--- config.mk ---
export PLATFORM = sky130hd
export DESIGN_NAME = rcf_top
export DESIGN_NICKNAME = d
export VERILOG_FILES = /design/src/core/rcf_top.v
export VERILOG_INCLUDE_DIRS = /design/src /design/src/core
export SDC_FILE = /design/constraint.sdc
export NUM_CORES = 1
export LEC_CHECK = 0
export ABC_CLOCK_PERIOD_IN_PS = 3600
export BUFFER_PORTS_ARGS = -buffer_cell sky130_fd_sc_hd__buf_2
export CAP_MARGIN = 10
export CORE_MARGIN = 1
export CORE_UTILIZATION = 53
export CTS_CLUSTER_DIAMETER = 60
export CTS_CLUSTER_SIZE = 12
export DETAILED_ROUTE_END_ITERATION = 6
export PLACE_DENSITY = 0.82
export SETUP_SLACK_MARGIN = 0.5
export SYNTH_ARGS = -nofsm -noshare
export SYNTH_HDL_FRONTEND = slang
export SYNTH_SLANG_ARGS = --single-unit
--- constraint.sdc ---
create_clock -name clk_sys -period 3.6 [get_ports clk_sys]
set_input_delay 0.18 -clock clk_sys [delete_from_list [all_inputs] [get_ports clk_sys]]
set_output_delay 0.18 -clock clk_sys [all_outputs]
set_load 0.005 [all_outputs]
--- src/core/rcf_map.vh ---
/*
  Constants for the reset-cause flag register block: register indices,
  flag bit positions and values taken at power-on.
  Assumes it is included by bare name into a module that uses them.
*/
`ifndef RCF_MAP_VH
`define RCF_MAP_VH

// Register indices on the plain register port.
`define RCF_ADDR_CAUSE     4'h0
`define RCF_ADDR_INT_STAT  4'h1
`define RCF_ADDR_INT_MASK  4'h2

// Bit positions of the cause register.
`define RCF_BIT_STACK_OVERFLOW_FLAG     7
`define RCF_BIT_STACK_UNDERFLOW_FLAG     6
`define RCF_BIT_UNUSED     5
`define RCF_BIT_WDT_N      4
`define RCF_BIT_PIN_N      3
`define RCF_BIT_INSTR_N    2
`define RCF_BIT_POR_N      1
`define RCF_BIT_BOR_N      0

// Implemented bits of the cause register.
`define RCF_CAUSE_WMASK    8'hDF

// Cause register value after power-on (stack 0, wdt/pin/instr 1, por 0).
`define RCF_CAUSE_POR_VAL  8'h1C

// Bits forced by a brown-out: stacks to 0, wdt/pin/instr to 1, bor to 0.
`define RCF_BOR_CLR_MASK   8'hC1
`define RCF_BOR_SET_MASK   8'h1C

// Interrupt status layout: one sticky bit per cause event.
`define RCF_EV_STACK_OVERFLOW_FLAG      6
`define RCF_EV_STACK_UNDERFLOW_FLAG      5
`define RCF_EV_WDT         4
`define RCF_EV_PIN         3
`define RCF_EV_INSTR       2
`define RCF_EV_POR         1
`define RCF_EV_BOR         0
`define RCF_EV_RESET_VAL   7'h02

`endif

--- src/core/rcf_top.v ---
/*
  Reset-cause flag register with a plain register port and a sticky,
  maskable event interrupt.
  Assumes rst_n is the power-on reset of the block and that every cause
  event is a one-cycle pulse from reset-control logic on clk_sys.
*/
`timescale 1ns/1ps
`include "rcf_map.vh"

module rcf_top #(
  parameter ADDR_W = 4
) (
  // Clock and reset.
  input  wire              clk_sys,
  input  wire              rst_n,
  // Reset cause pulses from the reset controller.
  input  wire              stk_ovf_evt,
  input  wire              stk_unf_evt,
  input  wire              wdt_evt,
  input  wire              pin_evt,
  input  wire              instr_evt,
  input  wire              bor_evt,
  // Configuration word level.
  input  wire              stack_error_reset_enable,
  // Register port.
  input  wire [ADDR_W-1:0] reg_addr,
  input  wire [7:0]        reg_wdata,
  input  wire              reg_wr,
  input  wire              reg_rd,
  output reg  [7:0]        reg_rdata,
  // Flags and interrupt.
  output reg  [7:0]        reset_cause_flags,
  output reg               irq
);

  // Address match, shared by the write and read decoders.
  function addr_is;
    input [ADDR_W-1:0] a;
    input [3:0]        idx;
    begin
      // Low nibble must match and every upper address bit must be zero.
      addr_is = (a[3:0] == idx) && ~|(a >> 4);
    end
  endfunction

  reg  [7:0] cause_q;
  reg  [7:0] cause_d;
  reg  [6:0] ev_stat_q;
  reg  [6:0] ev_mask_q;
  reg  [7:0] rdata_d;
  wire [6:0] ev_raw;
  wire [6:0] ev_stat_d;
  wire       wr_cause;
  wire       wr_stat;
  wire       wr_mask;
  wire       stk_ovf_ok;
  wire       stk_unf_ok;

  // Stack errors only reset the core, and so only count, when enabled.
  assign stk_ovf_ok = stk_ovf_evt & stack_error_reset_enable;
  assign stk_unf_ok = stk_unf_evt & stack_error_reset_enable;

  assign wr_cause = reg_wr & addr_is(reg_addr, `RCF_ADDR_CAUSE);
  assign wr_stat  = reg_wr & addr_is(reg_addr, `RCF_ADDR_INT_STAT);
  assign wr_mask  = reg_wr & addr_is(reg_addr, `RCF_ADDR_INT_MASK);

  // Next cause value: software write first, then hardware on top so a
  // colliding event is never lost. A write only stores bits; nothing here
  // feeds back into any reset path.
  always @* begin
    cause_d = cause_q;
    if (wr_cause) begin
      cause_d = reg_wdata & `RCF_CAUSE_WMASK;
    end
    if (bor_evt) begin
      cause_d = (cause_d & ~`RCF_BOR_CLR_MASK) | `RCF_BOR_SET_MASK;
    end
    if (stk_ovf_ok) begin
      cause_d[`RCF_BIT_STACK_OVERFLOW_FLAG] = 1'b1;
    end
    if (stk_unf_ok) begin
      cause_d[`RCF_BIT_STACK_UNDERFLOW_FLAG] = 1'b1;
    end
    if (wdt_evt) begin
      cause_d[`RCF_BIT_WDT_N] = 1'b0;
    end
    if (pin_evt) begin
      cause_d[`RCF_BIT_PIN_N] = 1'b0;
    end
    if (instr_evt) begin
      cause_d[`RCF_BIT_INSTR_N] = 1'b0;
    end
    cause_d[`RCF_BIT_UNUSED] = 1'b0;
  end

  // Power-on marks the power flag and sets the defaults of the others.
  always @(posedge clk_sys) begin
    if (!rst_n) begin
      cause_q <= `RCF_CAUSE_POR_VAL;
    end else begin
      cause_q <= cause_d;
    end
  end

  // Event vector in interrupt status layout.
  assign ev_raw[`RCF_EV_STACK_OVERFLOW_FLAG] = stk_ovf_ok;
  assign ev_raw[`RCF_EV_STACK_UNDERFLOW_FLAG] = stk_unf_ok;
  assign ev_raw[`RCF_EV_WDT]    = wdt_evt;
  assign ev_raw[`RCF_EV_PIN]    = pin_evt;
  assign ev_raw[`RCF_EV_INSTR]  = instr_evt;
  assign ev_raw[`RCF_EV_POR]    = 1'b0;
  assign ev_raw[`RCF_EV_BOR]    = bor_evt;

  // Sticky status, write one to clear; a new event wins over the clear.
  genvar gi;
  generate
    for (gi = 0; gi < 7; gi = gi + 1) begin : g_stat
      assign ev_stat_d[gi] = ev_raw[gi] |
                             (ev_stat_q[gi] & ~(wr_stat & reg_wdata[gi]));
    end
  endgenerate

  // Status starts with the power-on event pending; mask starts closed.
  always @(posedge clk_sys) begin
    if (!rst_n) begin
      ev_stat_q <= `RCF_EV_RESET_VAL;
      ev_mask_q <= 7'h00;
      irq       <= 1'b0;
    end else begin
      ev_stat_q <= ev_stat_d;
      if (wr_mask) begin
        ev_mask_q <= reg_wdata[6:0];
      end
      irq <= |(ev_stat_d & (wr_mask ? reg_wdata[6:0] : ev_mask_q));
    end
  end

  // Read mux; unmapped indices read zero.
  always @* begin
    rdata_d = 8'h00;
    if (addr_is(reg_addr, `RCF_ADDR_CAUSE)) begin
      rdata_d = cause_q;
    end else if (addr_is(reg_addr, `RCF_ADDR_INT_STAT)) begin
      rdata_d = {1'b0, ev_stat_q};
    end else if (addr_is(reg_addr, `RCF_ADDR_INT_MASK)) begin
      rdata_d = {1'b0, ev_mask_q};
    end
  end

  // Read data stands for the one cycle after the strobe, zero otherwise.
  always @(posedge clk_sys) begin
    if (!rst_n) begin
      reg_rdata         <= 8'h00;
      reset_cause_flags <= `RCF_CAUSE_POR_VAL;
    end else begin
      reg_rdata         <= reg_rd ? rdata_d : 8'h00;
      reset_cause_flags <= cause_d;
    end
  end

endmodule // rcf_top

# After elaboration in Yosys (flattened, before gate mapping)
# Cells that the tools add are included.
[word_totals]
input_bits = 23
out_inout_bits = 17
reg_bits = 31
elab_cells = 68
[classes]
n_mux = 11
n_bitwise = 34
eq_ne = 2
n_reduce_logical = 9
[op_table]
columns = ["cell", "count"]
rows = [
  ["2-to-1 mux 8 bit", 4],
  ["bitwise AND 1 bit", 19],
  ["nonzero test 3 bit", 5],
  ["2-to-1 mux 7 bit", 2],
  ["inverter 1 bit", 8],
  ["bitwise AND 7 bit", 1],
  ["OR reduction 7 bit", 1],
  ["bitwise OR 1 bit", 6],
  ["2-to-1 mux 1 bit", 5],
  ["equality test 4 x 1 -> 1 bit (second input constant)", 1],
  ["equality test 4 x 2 -> 1 bit (second input constant)", 1],
  ["logical NOT 4 bit", 1],
  ["AND reduction 2 bit", 1],
  ["OR reduction 2 bit", 1],
]

# Logic depth before layout (Yosys ltp)
# Gate-level depths: netlist (run 1).
[logic_depth]
word_depth = 8
depth_mapped = 7
ltp_nobuf = 5

# Worst setup path before layout (run 1)
# Ideal clock, no wire load.
[synth_path]
path_type = "in2reg"
startpoint = "in reg_addr[1]"
endpoint = "reg irq"
path_stages = 7
slack_ps = 2054
setup_ps = 125
arrival_time_ps = 1421
required_ps = 3475
path_cell_list = "buf_2 > nor2b_1 > buf_2 > nand2_4 > mux2i_1 > o22ai_1 > o41a_1"
[synth_via]
elab_chain_cells = 8
elab_cells_between_ends = 34
cone_classes = "eq/ne (2); mux (1); bitwise (30); reduce/logical (1)"
[synth_rtl]
columns = ["item", "line", "text"]
rows = [
  ["start, declared", "rcf_top.v:26", "input wire [ADDR_W-1:0] reg_addr,"],
  ["equality test 4 x 1 -> 1 bit", "rcf_top.v:42", "addr_is = (a[3:0] == idx) && ~|(a >> 4);"],
  ["bitwise AND 1 bit", "rcf_top.v:64", "assign wr_stat = reg_wr & addr_is(reg_addr, `RCF_ADDR_INT_STAT);"],
  ["bitwise AND 1 bit", "rcf_top.v:119", "(ev_stat_q[gi] & ~(wr_stat & reg_wdata[gi]));"],
  ["inverter 1 bit", "rcf_top.v:119", ""],
  ["bitwise AND 1 bit", "rcf_top.v:119", ""],
  ["bitwise OR 1 bit", "rcf_top.v:118", "assign ev_stat_d[gi] = ev_raw[gi] |"],
  ["bitwise AND 7 bit (*)", "rcf_top.v:134", "irq <= |(ev_stat_d & (wr_mask ? reg_wdata[6:0] : ev_mask_q));"],
  ["OR reduction 7 bit (*)", "rcf_top.v:134", ""],
  ["end signal, assigned", "rcf_top.v:134", ""],
  ["end, declared", "rcf_top.v:33", "output reg irq"],
]
# Every way passes the cells marked *; elsewhere a longest branch is shown, timed or not.
# A chain may end at the register's enable or synchronous reset.

# Worst setup path in the final report (run 1)
# Ends and elaborated chain as after synthesis.

==> out/qor.csv, run 1 <==
metric;value;unit
status;completed;
HP Class;in -> reg;
setup slack after layout;1880;ps
Root Buffer;clkbuf_4;
grt ovf;0;
Die H;50.8;um
drt total wl;2.84;mm
Yosys cell types;22;
global-route wire length before repair;4.67;mm
postcts setup bufs;0;
Initial Utilization;56.6;%
Worst Reg-to-Reg Cells;3;
post-route minimum period;1720;ps
pwr dens;409;nW/um^2
setup tns final;0;ps
worst relative slew slack;56.2;%
register bit total from synthesis;30;
Min-Delay Path Depth;2;
design area;1500;sq um
gate count of the mapped netlist;136;
fmax;580;MHz
sequential fraction of the synthesis area;47.5;%
CTS Buf Count;5;
gr usage total;25.7;%
Max Buffers Root-to-Sink;2;
max_cap viols;0;
Layout Skew;7.99;ps
mapped cell area;1260;sq um
max-slew violations;0;
vias in the first global route;997;
total number of vias;1092;
Detailed Route Iter0 Violations;27;
share of cells above drive strength 1;28.3;%
Sequential cell area;601;sq um
largest net degree at the start of global routing;24;
Mapped Avg Cell Area;9.29;sq um
Vias/cell;5.43;
# clock sinks;30;
RSZ-0062 raised after global routing;false;
routed len/inst;14.1;um
Final setup viols;0;
critical setup path kind;in -> reg;
leading cell type in the layout, fill and taps excluded;buf_2;
worst vdd ir;0.341;mV
Worst Tran Pin Value;656;ps
CP Capture Type;register;
row count;17;
synth warn;0;
ranking of synthesized cells by area;dfxtp_1 48%, mux2i_1 13%, nor2b_1 6.4%;
die width;50.8;um
clock latency at the later pin of the worst-skew pair;330;ps
leakage power;0.730;nW
placed inst area;1450;sq um
CTS resizes;0;
Multi-input gate area;626;sq um
H-tree depth;2;
antenna cells;0;
die area;2580;sq um
CP Data Required Time;3810;ps
Net Count, Synth;159;
CP Launch Type;input pin;
Ports;40;
worst endpoint data arrival time;1940;ps
FF-to-FF setup slack;2420;ps
FILL cells;190;
final hold vios;0;
first drt pass iteration count;4;
Residual DRC;0;
most frequent cells in the layout;38 x buf_2, 30 x dfxtp_1, 20 x nor2_1;
CTS tree;yes;
area delta synth->final;18.9;%
Crit Path Max Fanout;9;
Reg clk slew, reported paths;80;ps
dominant cell type by area after synthesis;dfxtp_1;
Final nets;197;
Placeable Area;2230;sq um
initial antenna violation count;0;
Post-DP HPWL;2.08;mm
top cell type's share of synthesized area;47.5;%
ANT nets after route;0;
gpl congestion;0.843;
period utilization;47.9;%
post-place setup slack;1570;ps
Port Buffers;38;
cts hold-fix bufs;0;
==> critical path, stage by stage <==
cell	delay [ps]
buf_2	170
nor2b_1	570
nand2_4	220
mux2i_1	290
o22ai_1	140
o41a_1	380
==> cells in the mapped netlist, drive strengths merged <==
| library cell | n |
|---|---|
| nor2b | 13 |
| a22oi | 1 |
| and2 | 2 |
| mux2 | 3 |
| a21oi | 10 |
| o22ai | 3 |
| nor3b | 2 |
| nand2 | 8 |
| clkbuf | 2 |
| o41a | 1 |
| a21boi | 3 |
| buf | 5 |
| o21ai | 5 |
| and2b | 2 |
| conb | 1 |
| nand3 | 9 |
| nor2 | 20 |
| dfxtp | 30 |
| mux2i | 16 |
==> cells by family after synthesis <==
logic type	count (synthesis)	share of synthesized area (%)
and+or+nand+nor	56	23.2
DFF	30	47.5
AOI/OAI and AO/OA	23	10.7
muxes	19	15.3
buffers and inverters	7	2.97
other	1	0.297
==> state kept, by name, indices dropped and copies added (netlist names) <==
name	count
reg_rdata	8
ev_mask_q	7
ev_stat_q	7
reset_cause_flags	7
irq	1
==> report_power, final <==
group,internal [mW],total (mW),switching (mW),leakage [nW]
sequential,0.343,0.349,0.00609,0.245
clock,0.0879,0.197,0.109,0.0302
combinational,0.0316,0.0686,0.0370,0.454
==> cell type report <==
cell class / count / area share (%)
tap: 28 / 2.33
multi-input combinational: 99 / 41.6
sequential: 30 / 40.0
timing repair buffer: 38 / 12.7
clock buffer: 6 / 3.41
==> routing by layer <==
layer	share of wire [%]	GRT usage, %
met5	0	0
met4	1.5	9.72
met3	8.5	9.52
met2	50	43.1
met1	40	29.8
==> worst paths after layout <==
| path | startpoint | endpoint |
|---|---|---|
| worst max-delay path | reg_addr[1] | irq |
| worst min-delay path | pin_evt | reset_cause_flags[3] |
| worst max register to register | ev_mask_q[1] | irq |
| worst min register to register | reset_cause_flags[7] | reg_rdata[7] |
==> metrics by stage <==
| stage | utilization, % | std cells | hold slack [ps] | total power, mW |
|---|---|---|---|---|
| floorplan | - | 136 | 256 | 0.397 |
| global placement | 65.0 | 195 | 392 | 0.422 |
| detailed placement | 65.0 | 195 | 404 | 0.425 |
| CTS | 67.3 | 201 | 54.8 | 0.618 |
| global route | 67.3 | 201 | 49.2 | 0.642 |
| finish | 67.3 | 201 | 62.7 | 0.614 |
Note: power is estimated with default switching activity, not from simulation.
==> run 2: changes to the inputs <==
--- a/config.mk
+++ b/config.mk
@@ -6,15 +6,16 @@
 export SDC_FILE = /design/constraint.sdc
 export NUM_CORES = 1
 export LEC_CHECK = 0
-export ABC_CLOCK_PERIOD_IN_PS = 3600
+export ABC_AREA = 1
+export ABC_CLOCK_PERIOD_IN_PS = 1500
 export BUFFER_PORTS_ARGS = -buffer_cell sky130_fd_sc_hd__buf_2
 export CAP_MARGIN = 10
 export CORE_MARGIN = 1
-export CORE_UTILIZATION = 53
+export CORE_UTILIZATION = 45
 export CTS_CLUSTER_DIAMETER = 60
 export CTS_CLUSTER_SIZE = 12
 export DETAILED_ROUTE_END_ITERATION = 6
-export PLACE_DENSITY = 0.82
+export PLACE_DENSITY = 0.73
 export SETUP_SLACK_MARGIN = 0.5
 export SYNTH_ARGS = -nofsm -noshare
 export SYNTH_HDL_FRONTEND = slang
==> constraint.sdc (replaced) <==
create_clock -name clk_sys -period 1.5 [get_ports clk_sys]
set_input_delay 0.075 -clock clk_sys [delete_from_list [all_inputs] [get_ports clk_sys]]
set_output_delay 0.075 -clock clk_sys [all_outputs]
set_load 0.005 [all_outputs]
==> out/qor.csv, run 2 <==
metric;value;unit
status;complete, but fails checks;
failing checks;design-rule violations;
HP Class;in -> reg;
leakage power;0.767;nW
CP Launch Type;input pin;
max_cap viols;0;
gpl congestion;0.819;
post-route minimum period;951;ps
worst relative slew slack;66.2;%
Reg clk slew, reported paths;90;ps
top cell type's share of synthesized area;44.6;%
first drt pass iteration count;6;
gr usage total;21.7;%
most frequent cells in the layout;44 x nand2_1, 38 x buf_2, 30 x dfxtp_1;
drt total wl;3.14;mm
ANT nets after route;0;
Crit Path Max Fanout;2;
met3 wire length;186;um
setup tns final;0;ps
global-route wire length before repair;5.15;mm
Placeable Area;2810;sq um
RSZ-0062 raised after global routing;false;
worst endpoint data arrival time;1150;ps
largest net degree at the start of global routing;16;
mapped cell area;1350;sq um
Detailed Route Iter0 Violations;56;
# clock sinks;30;
Yosys cell types;29;
worst vdd ir;0.486;mV
highest metal used;met4;
critical path launch point;instr_evt;
Layout Skew;6.24;ps
M1 wire length;1.49;mm
fmax;1050;MHz
crit-path cells;dlygate4sd3_1, buf_2, a21oi_1, nor2_1, nor2_1, a21oi_1;
list of most frequent post-synthesis cells;45 x nand2_1, 30 x dfxtp_1, 22 x inv_1;
share of cells above drive strength 1;27.3;%
CTS tree;yes;
Net Count, Synth;204;
leading cell type in the layout, fill and taps excluded;nand2_1;
CP Data Required Time;1700;ps
synth warn;0;
Residual DRC;4;
die width;56.7;um
Mapped Avg Cell Area;7.44;sq um
Worst Reg-to-Reg Cells;6;
delay-heaviest family, CP;buffers and inverters;
Max Buffers Root-to-Sink;2;
CTS Buf Count;5;
max FFs per register;8;
Root Buffer;clkbuf_4;
Die H;56.7;um
area delta synth->final;22.9;%
largest reg by FF count;reg_rdata;
placed inst area;1590;sq um
final hold vios;0;
register bit total from synthesis;30;
Min-Delay Path Depth;4;
RR Startpoint;ev_mask_q[2];
period utilization;63.4;%
initial antenna violation count;0;
worst r2r dst;irq;
gate count of the mapped netlist;181;
CP bufs+invs;2;
row count;19;
most instantiated library cell after synthesis;nand2_1;
Vias/cell;5.20;
Critical Path Max Stage Delay;530;ps
slowest library cell on the worst path;dlygate4sd3_1;
H-tree depth;2;
Final setup viols;0;
Hold Path Sink;reset_cause_flags[4];
routed len/inst;12.2;um
CP Capture Type;register;
Ports;40;
die area;3210;sq um
design area;1650;sq um
vias in the first global route;1143;
FF-to-FF setup slack;600;ps
Initial Utilization;48.0;%
wire length on met2;1.42;mm
grt ovf;0;
critical setup path kind;in -> reg;
sequential fraction of the synthesis area;44.6;%
Post-DP HPWL;2.28;mm
number of flops mapped to enable cells by yosys;0;
Final nets;250;
antenna cells;0;
Port Buffers;38;
ranking of synthesized cells by area;dfxtp_1 45%, nand2_1 13%, inv_1 6.1%;
pwr dens;882;nW/um^2
startpoint of the worst hold path;wdt_evt;
ys async rst share;0;%
Worst Tran Pin Value;506;ps
max-slew violations;0;
ys flop type;dfxtp_1;
total number of vias;1341;
dominant cell type by area after synthesis;dfxtp_1;
clock latency at the later pin of the worst-skew pair;320;ps
==> run 2: worst max-delay path by stage <==
stage | end | slack (ps) | depth (start not counted)
global placement | irq | 290 | 10
floorplan | reset_cause_flags[3] | 490 | 6
global route | irq | 510 | 10
CTS | irq | 570 | 6
finish | irq | 550 | 6
detailed placement | irq | 260 | 9
==> run 2: logic make-up (layout without fill, tap and decap cells) <==
kind of cell / after synthesis / in the layout / synth area share, %
AO/OA/AOI/OAI: 28 / 28 / 13.0
AND/OR/NAND/NOR: 91 / 91 / 32.1
flip-flops: 30 / 30 / 44.6
buffers and inverters: 31 / 77 / 10.0
other: 1 / 1 / 0.279
==> run 2: metal layers <==
| metal | global-route usage (%) | vias to the layer above |
|---|---|---|
| met1 | 27.6 | 609 |
| met3 | 7.83 | 6 |
| met2 | 33.5 | 38 |
| met4 | 7.86 | 0 |
| li1 | - | 688 |
| met5 | 0 | - |
==> run 2: report_power, final <==
group | internal (mW) | switching [mW]
combinational | 0.0758 | 0.116
sequential | 0.823 | 0.0142
clock | 0.176 | 0.255
==> run 2: cell type report <==
cell class | instances | area (sq um)
Fill cell | 298 | 1150
Multi-Input combinational cell | 120 | 621
Sequential cell | 30 | 601
Timing Repair Buffer | 47 | 263
Inverter | 23 | 86.3
Clock buffer | 7 | 45.0
Tap cell | 31 | 38.8
==> run 2: worst min-delay path, stage by stage <==
cell	delay (ps)
buf_2	70
inv_1	50
o221ai_1	60
nand2_1	50
==> run 2: per-stage QoR <==
step	util, %	power [mW]	hold WS [ps]	cells	setup slack, ps
floorplan	-	0.960	154	181	489
global placement	56.6	1.04	292	249	285
detailed placement	56.6	1.04	296	249	262
CTS	59.0	1.47	11.5	258	570
global route	59.0	1.54	16.8	258	513
finish	59.0	1.46	20.1	258	549
==> run 2: timing repair <==
item,4_1_cts,5_1_grt
hold endpoints to repair,2,0
setup buffers,0,0
hold buffers,2,0
setup endpoints to repair,0,1
gates resized for setup,0,1
==> run 3: changes to the inputs <==
--- a/config.mk
+++ b/config.mk
@@ -6,16 +6,16 @@
 export SDC_FILE = /design/constraint.sdc
 export NUM_CORES = 1
 export LEC_CHECK = 0
-export ABC_AREA = 1
-export ABC_CLOCK_PERIOD_IN_PS = 1500
+export ABC_AREA = 0
+export ABC_CLOCK_PERIOD_IN_PS = 850
 export BUFFER_PORTS_ARGS = -buffer_cell sky130_fd_sc_hd__buf_2
 export CAP_MARGIN = 10
 export CORE_MARGIN = 1
-export CORE_UTILIZATION = 45
+export CORE_UTILIZATION = 44
 export CTS_CLUSTER_DIAMETER = 60
 export CTS_CLUSTER_SIZE = 12
 export DETAILED_ROUTE_END_ITERATION = 6
-export PLACE_DENSITY = 0.73
+export PLACE_DENSITY = 0.72
 export SETUP_SLACK_MARGIN = 0.5
 export SYNTH_ARGS = -nofsm -noshare
 export SYNTH_HDL_FRONTEND = slang
==> constraint.sdc (replaced) <==
create_clock -name clk_sys -period 0.85 [get_ports clk_sys]
set_input_delay 0.0425 -clock clk_sys [delete_from_list [all_inputs] [get_ports clk_sys]]
set_output_delay 0.0425 -clock clk_sys [all_outputs]
set_load 0.005 [all_outputs]
==> out/qor.csv, run 3 (synthesis results as in run 1) <==
metric;value;unit
CP Launch Type;input pin;
combinational group share of total power;19.2;%
worst endpoint data arrival time;1420;ps
gpl congestion;0.879;
CP Data Required Time;1080;ps
placed inst area;1730;sq um
area delta synth->final;66.4;%
gr usage total;24.6;%
Post-DP HPWL;2.43;mm
worst vdd ir;1.51;mV
first drt pass iteration count;4;
WHS;-83.6;ps
H-tree depth;2;
period utilization;140;%
Max Buffers Root-to-Sink;2;
most frequent cells in the layout;34 x buf_2, 22 x buf_4, 18 x nor2_1;
post-route minimum period;1190;ps
die width;55.6;um
Final nets;235;
placed cell count;227;
row count;19;
Die H;55.6;um
ANT nets after route;0;
largest reg by FF count;reg_rdata;
initial antenna violation count;0;
grt ovf;0;
Initial Utilization;46.2;%
Switching Power;0.773;mW
Worst Reg-to-Reg Cells;3;
final std cells w/o fill;243;
startpoint of the worst hold path;pin_evt;
vias in the first global route;1311;
Root Buffer;clkbuf_4;
status;complete, but fails checks;
leakage power;0.939;nW
drt total wl;3.90;mm
critical setup path kind;in -> reg;
final hold vios;3;
leading cell type in the layout, fill and taps excluded;buf_2;
Int Pwr;2.05;mW
critical path launch point;reg_addr[2];
clock latency at the later pin of the worst-skew pair;330;ps
Placeable Area;2730;sq um
failing checks;negative hold slack, negative setup slack;
share of cells above drive strength 1;62.7;%
max_cap viols;0;
design area;2100;sq um
CP Capture Type;register;
die area;3090;sq um
RSZ-0062 raised after global routing;true;
CTS Buf Count;5;
Residual DRC;0;
Vias/cell;5.32;
Ports;40;
# clock sinks;30;
RR Startpoint;ev_mask_q[5];
switch share;27.4;%
Final setup viols;15;
pwr dens;1340;nW/um^2
Detailed Route Iter0 Violations;47;
CTS tree;yes;
setup slack after layout;-342;ps
Min-Delay Path Depth;2;
Clk pwr share;27.7;%
antenna cells;0;
HP Class;in -> reg;
largest net degree at the start of global routing;23;
Port Buffers;38;
fmax;839;MHz
global-route wire length before repair;5.74;mm
total number of vias;1292;
Reg clk slew, reported paths;100;ps
routed len/inst;16.0;um
Layout Skew;14.8;ps
max FFs per register;8;
Crit Path Max Fanout;7;
sequential cell fraction of total power;53.1;%
max-slew violations;0;
[run 3: power groups by stage]
stage                     clock (mW)  combinational [mW]  sequential, mW
after floorplan                    0               0.200            1.51
after global placement             0               0.389            1.51
after detailed placement           0               0.399            1.51
after CTS                      0.784               0.457            1.49
after global routing           0.837               0.574            1.50
final                          0.783               0.541            1.50
[run 3: path summary, 6_finish.rpt]
path                                        endpoint  slack (ps)
worst min register to register          ev_stat_q[1]         490
worst min-delay path            reset_cause_flags[3]         -80
worst max-delay path                             irq        -340
worst max register to register                   irq        -290
[run 3: worst max-delay path, cell delays in order]
cell and delay [ps]:
buf_8 100, nor3b_4 270, buf_12 170, nand2_8 100, mux2i_2 240, o22ai_1 120
o41a_1 380
[run 3: per-stage QoR]
step / hold slack (ps) / util [%] / setup TNS, ps / total power, mW / setup slack [ps]
finish: -83.6 / 76.9 / -1980 / 2.82 / -342
global route: -73.3 / 76.9 / -3010 / 2.91 / -421
detailed placement: 264 / 63.2 / -9130 / 1.91 / -689
CTS: -85.9 / 69.9 / -1390 / 2.73 / -310
global placement: 256 / 63.2 / -8310 / 1.90 / -603
floorplan: 111 / - / -4690 / 1.71 / -522
[run 3: per-layer routing]
metal	part of all wire [%]	vias to the layer above	track usage [%]
li1	-	618	-
met1	41	611	26.9
met2	50	48	41.8
met3	5.2	15	6.98
met4	4.0	0	15.4
met5	0	-	0
[run 3: what timing repair did]
item,4_1_cts,5_1_grt
resized for setup,27,40
hold endpoints to repair,3,3
cloned,1,0
setup buffers,4,4
setup endpoints to repair,46,46
pin swaps,9,11
[run 3: layout make-up]
cell class | instances | area (sq um)
Clock buffer | 5 | 37.5
Clock inverter | 2 | 10.0
Fill cell | 174 | 631
Multi-Input combinational cell | 99 | 808
Sequential cell | 30 | 619
Tap cell | 31 | 38.8
Timing Repair Buffer | 76 | 589
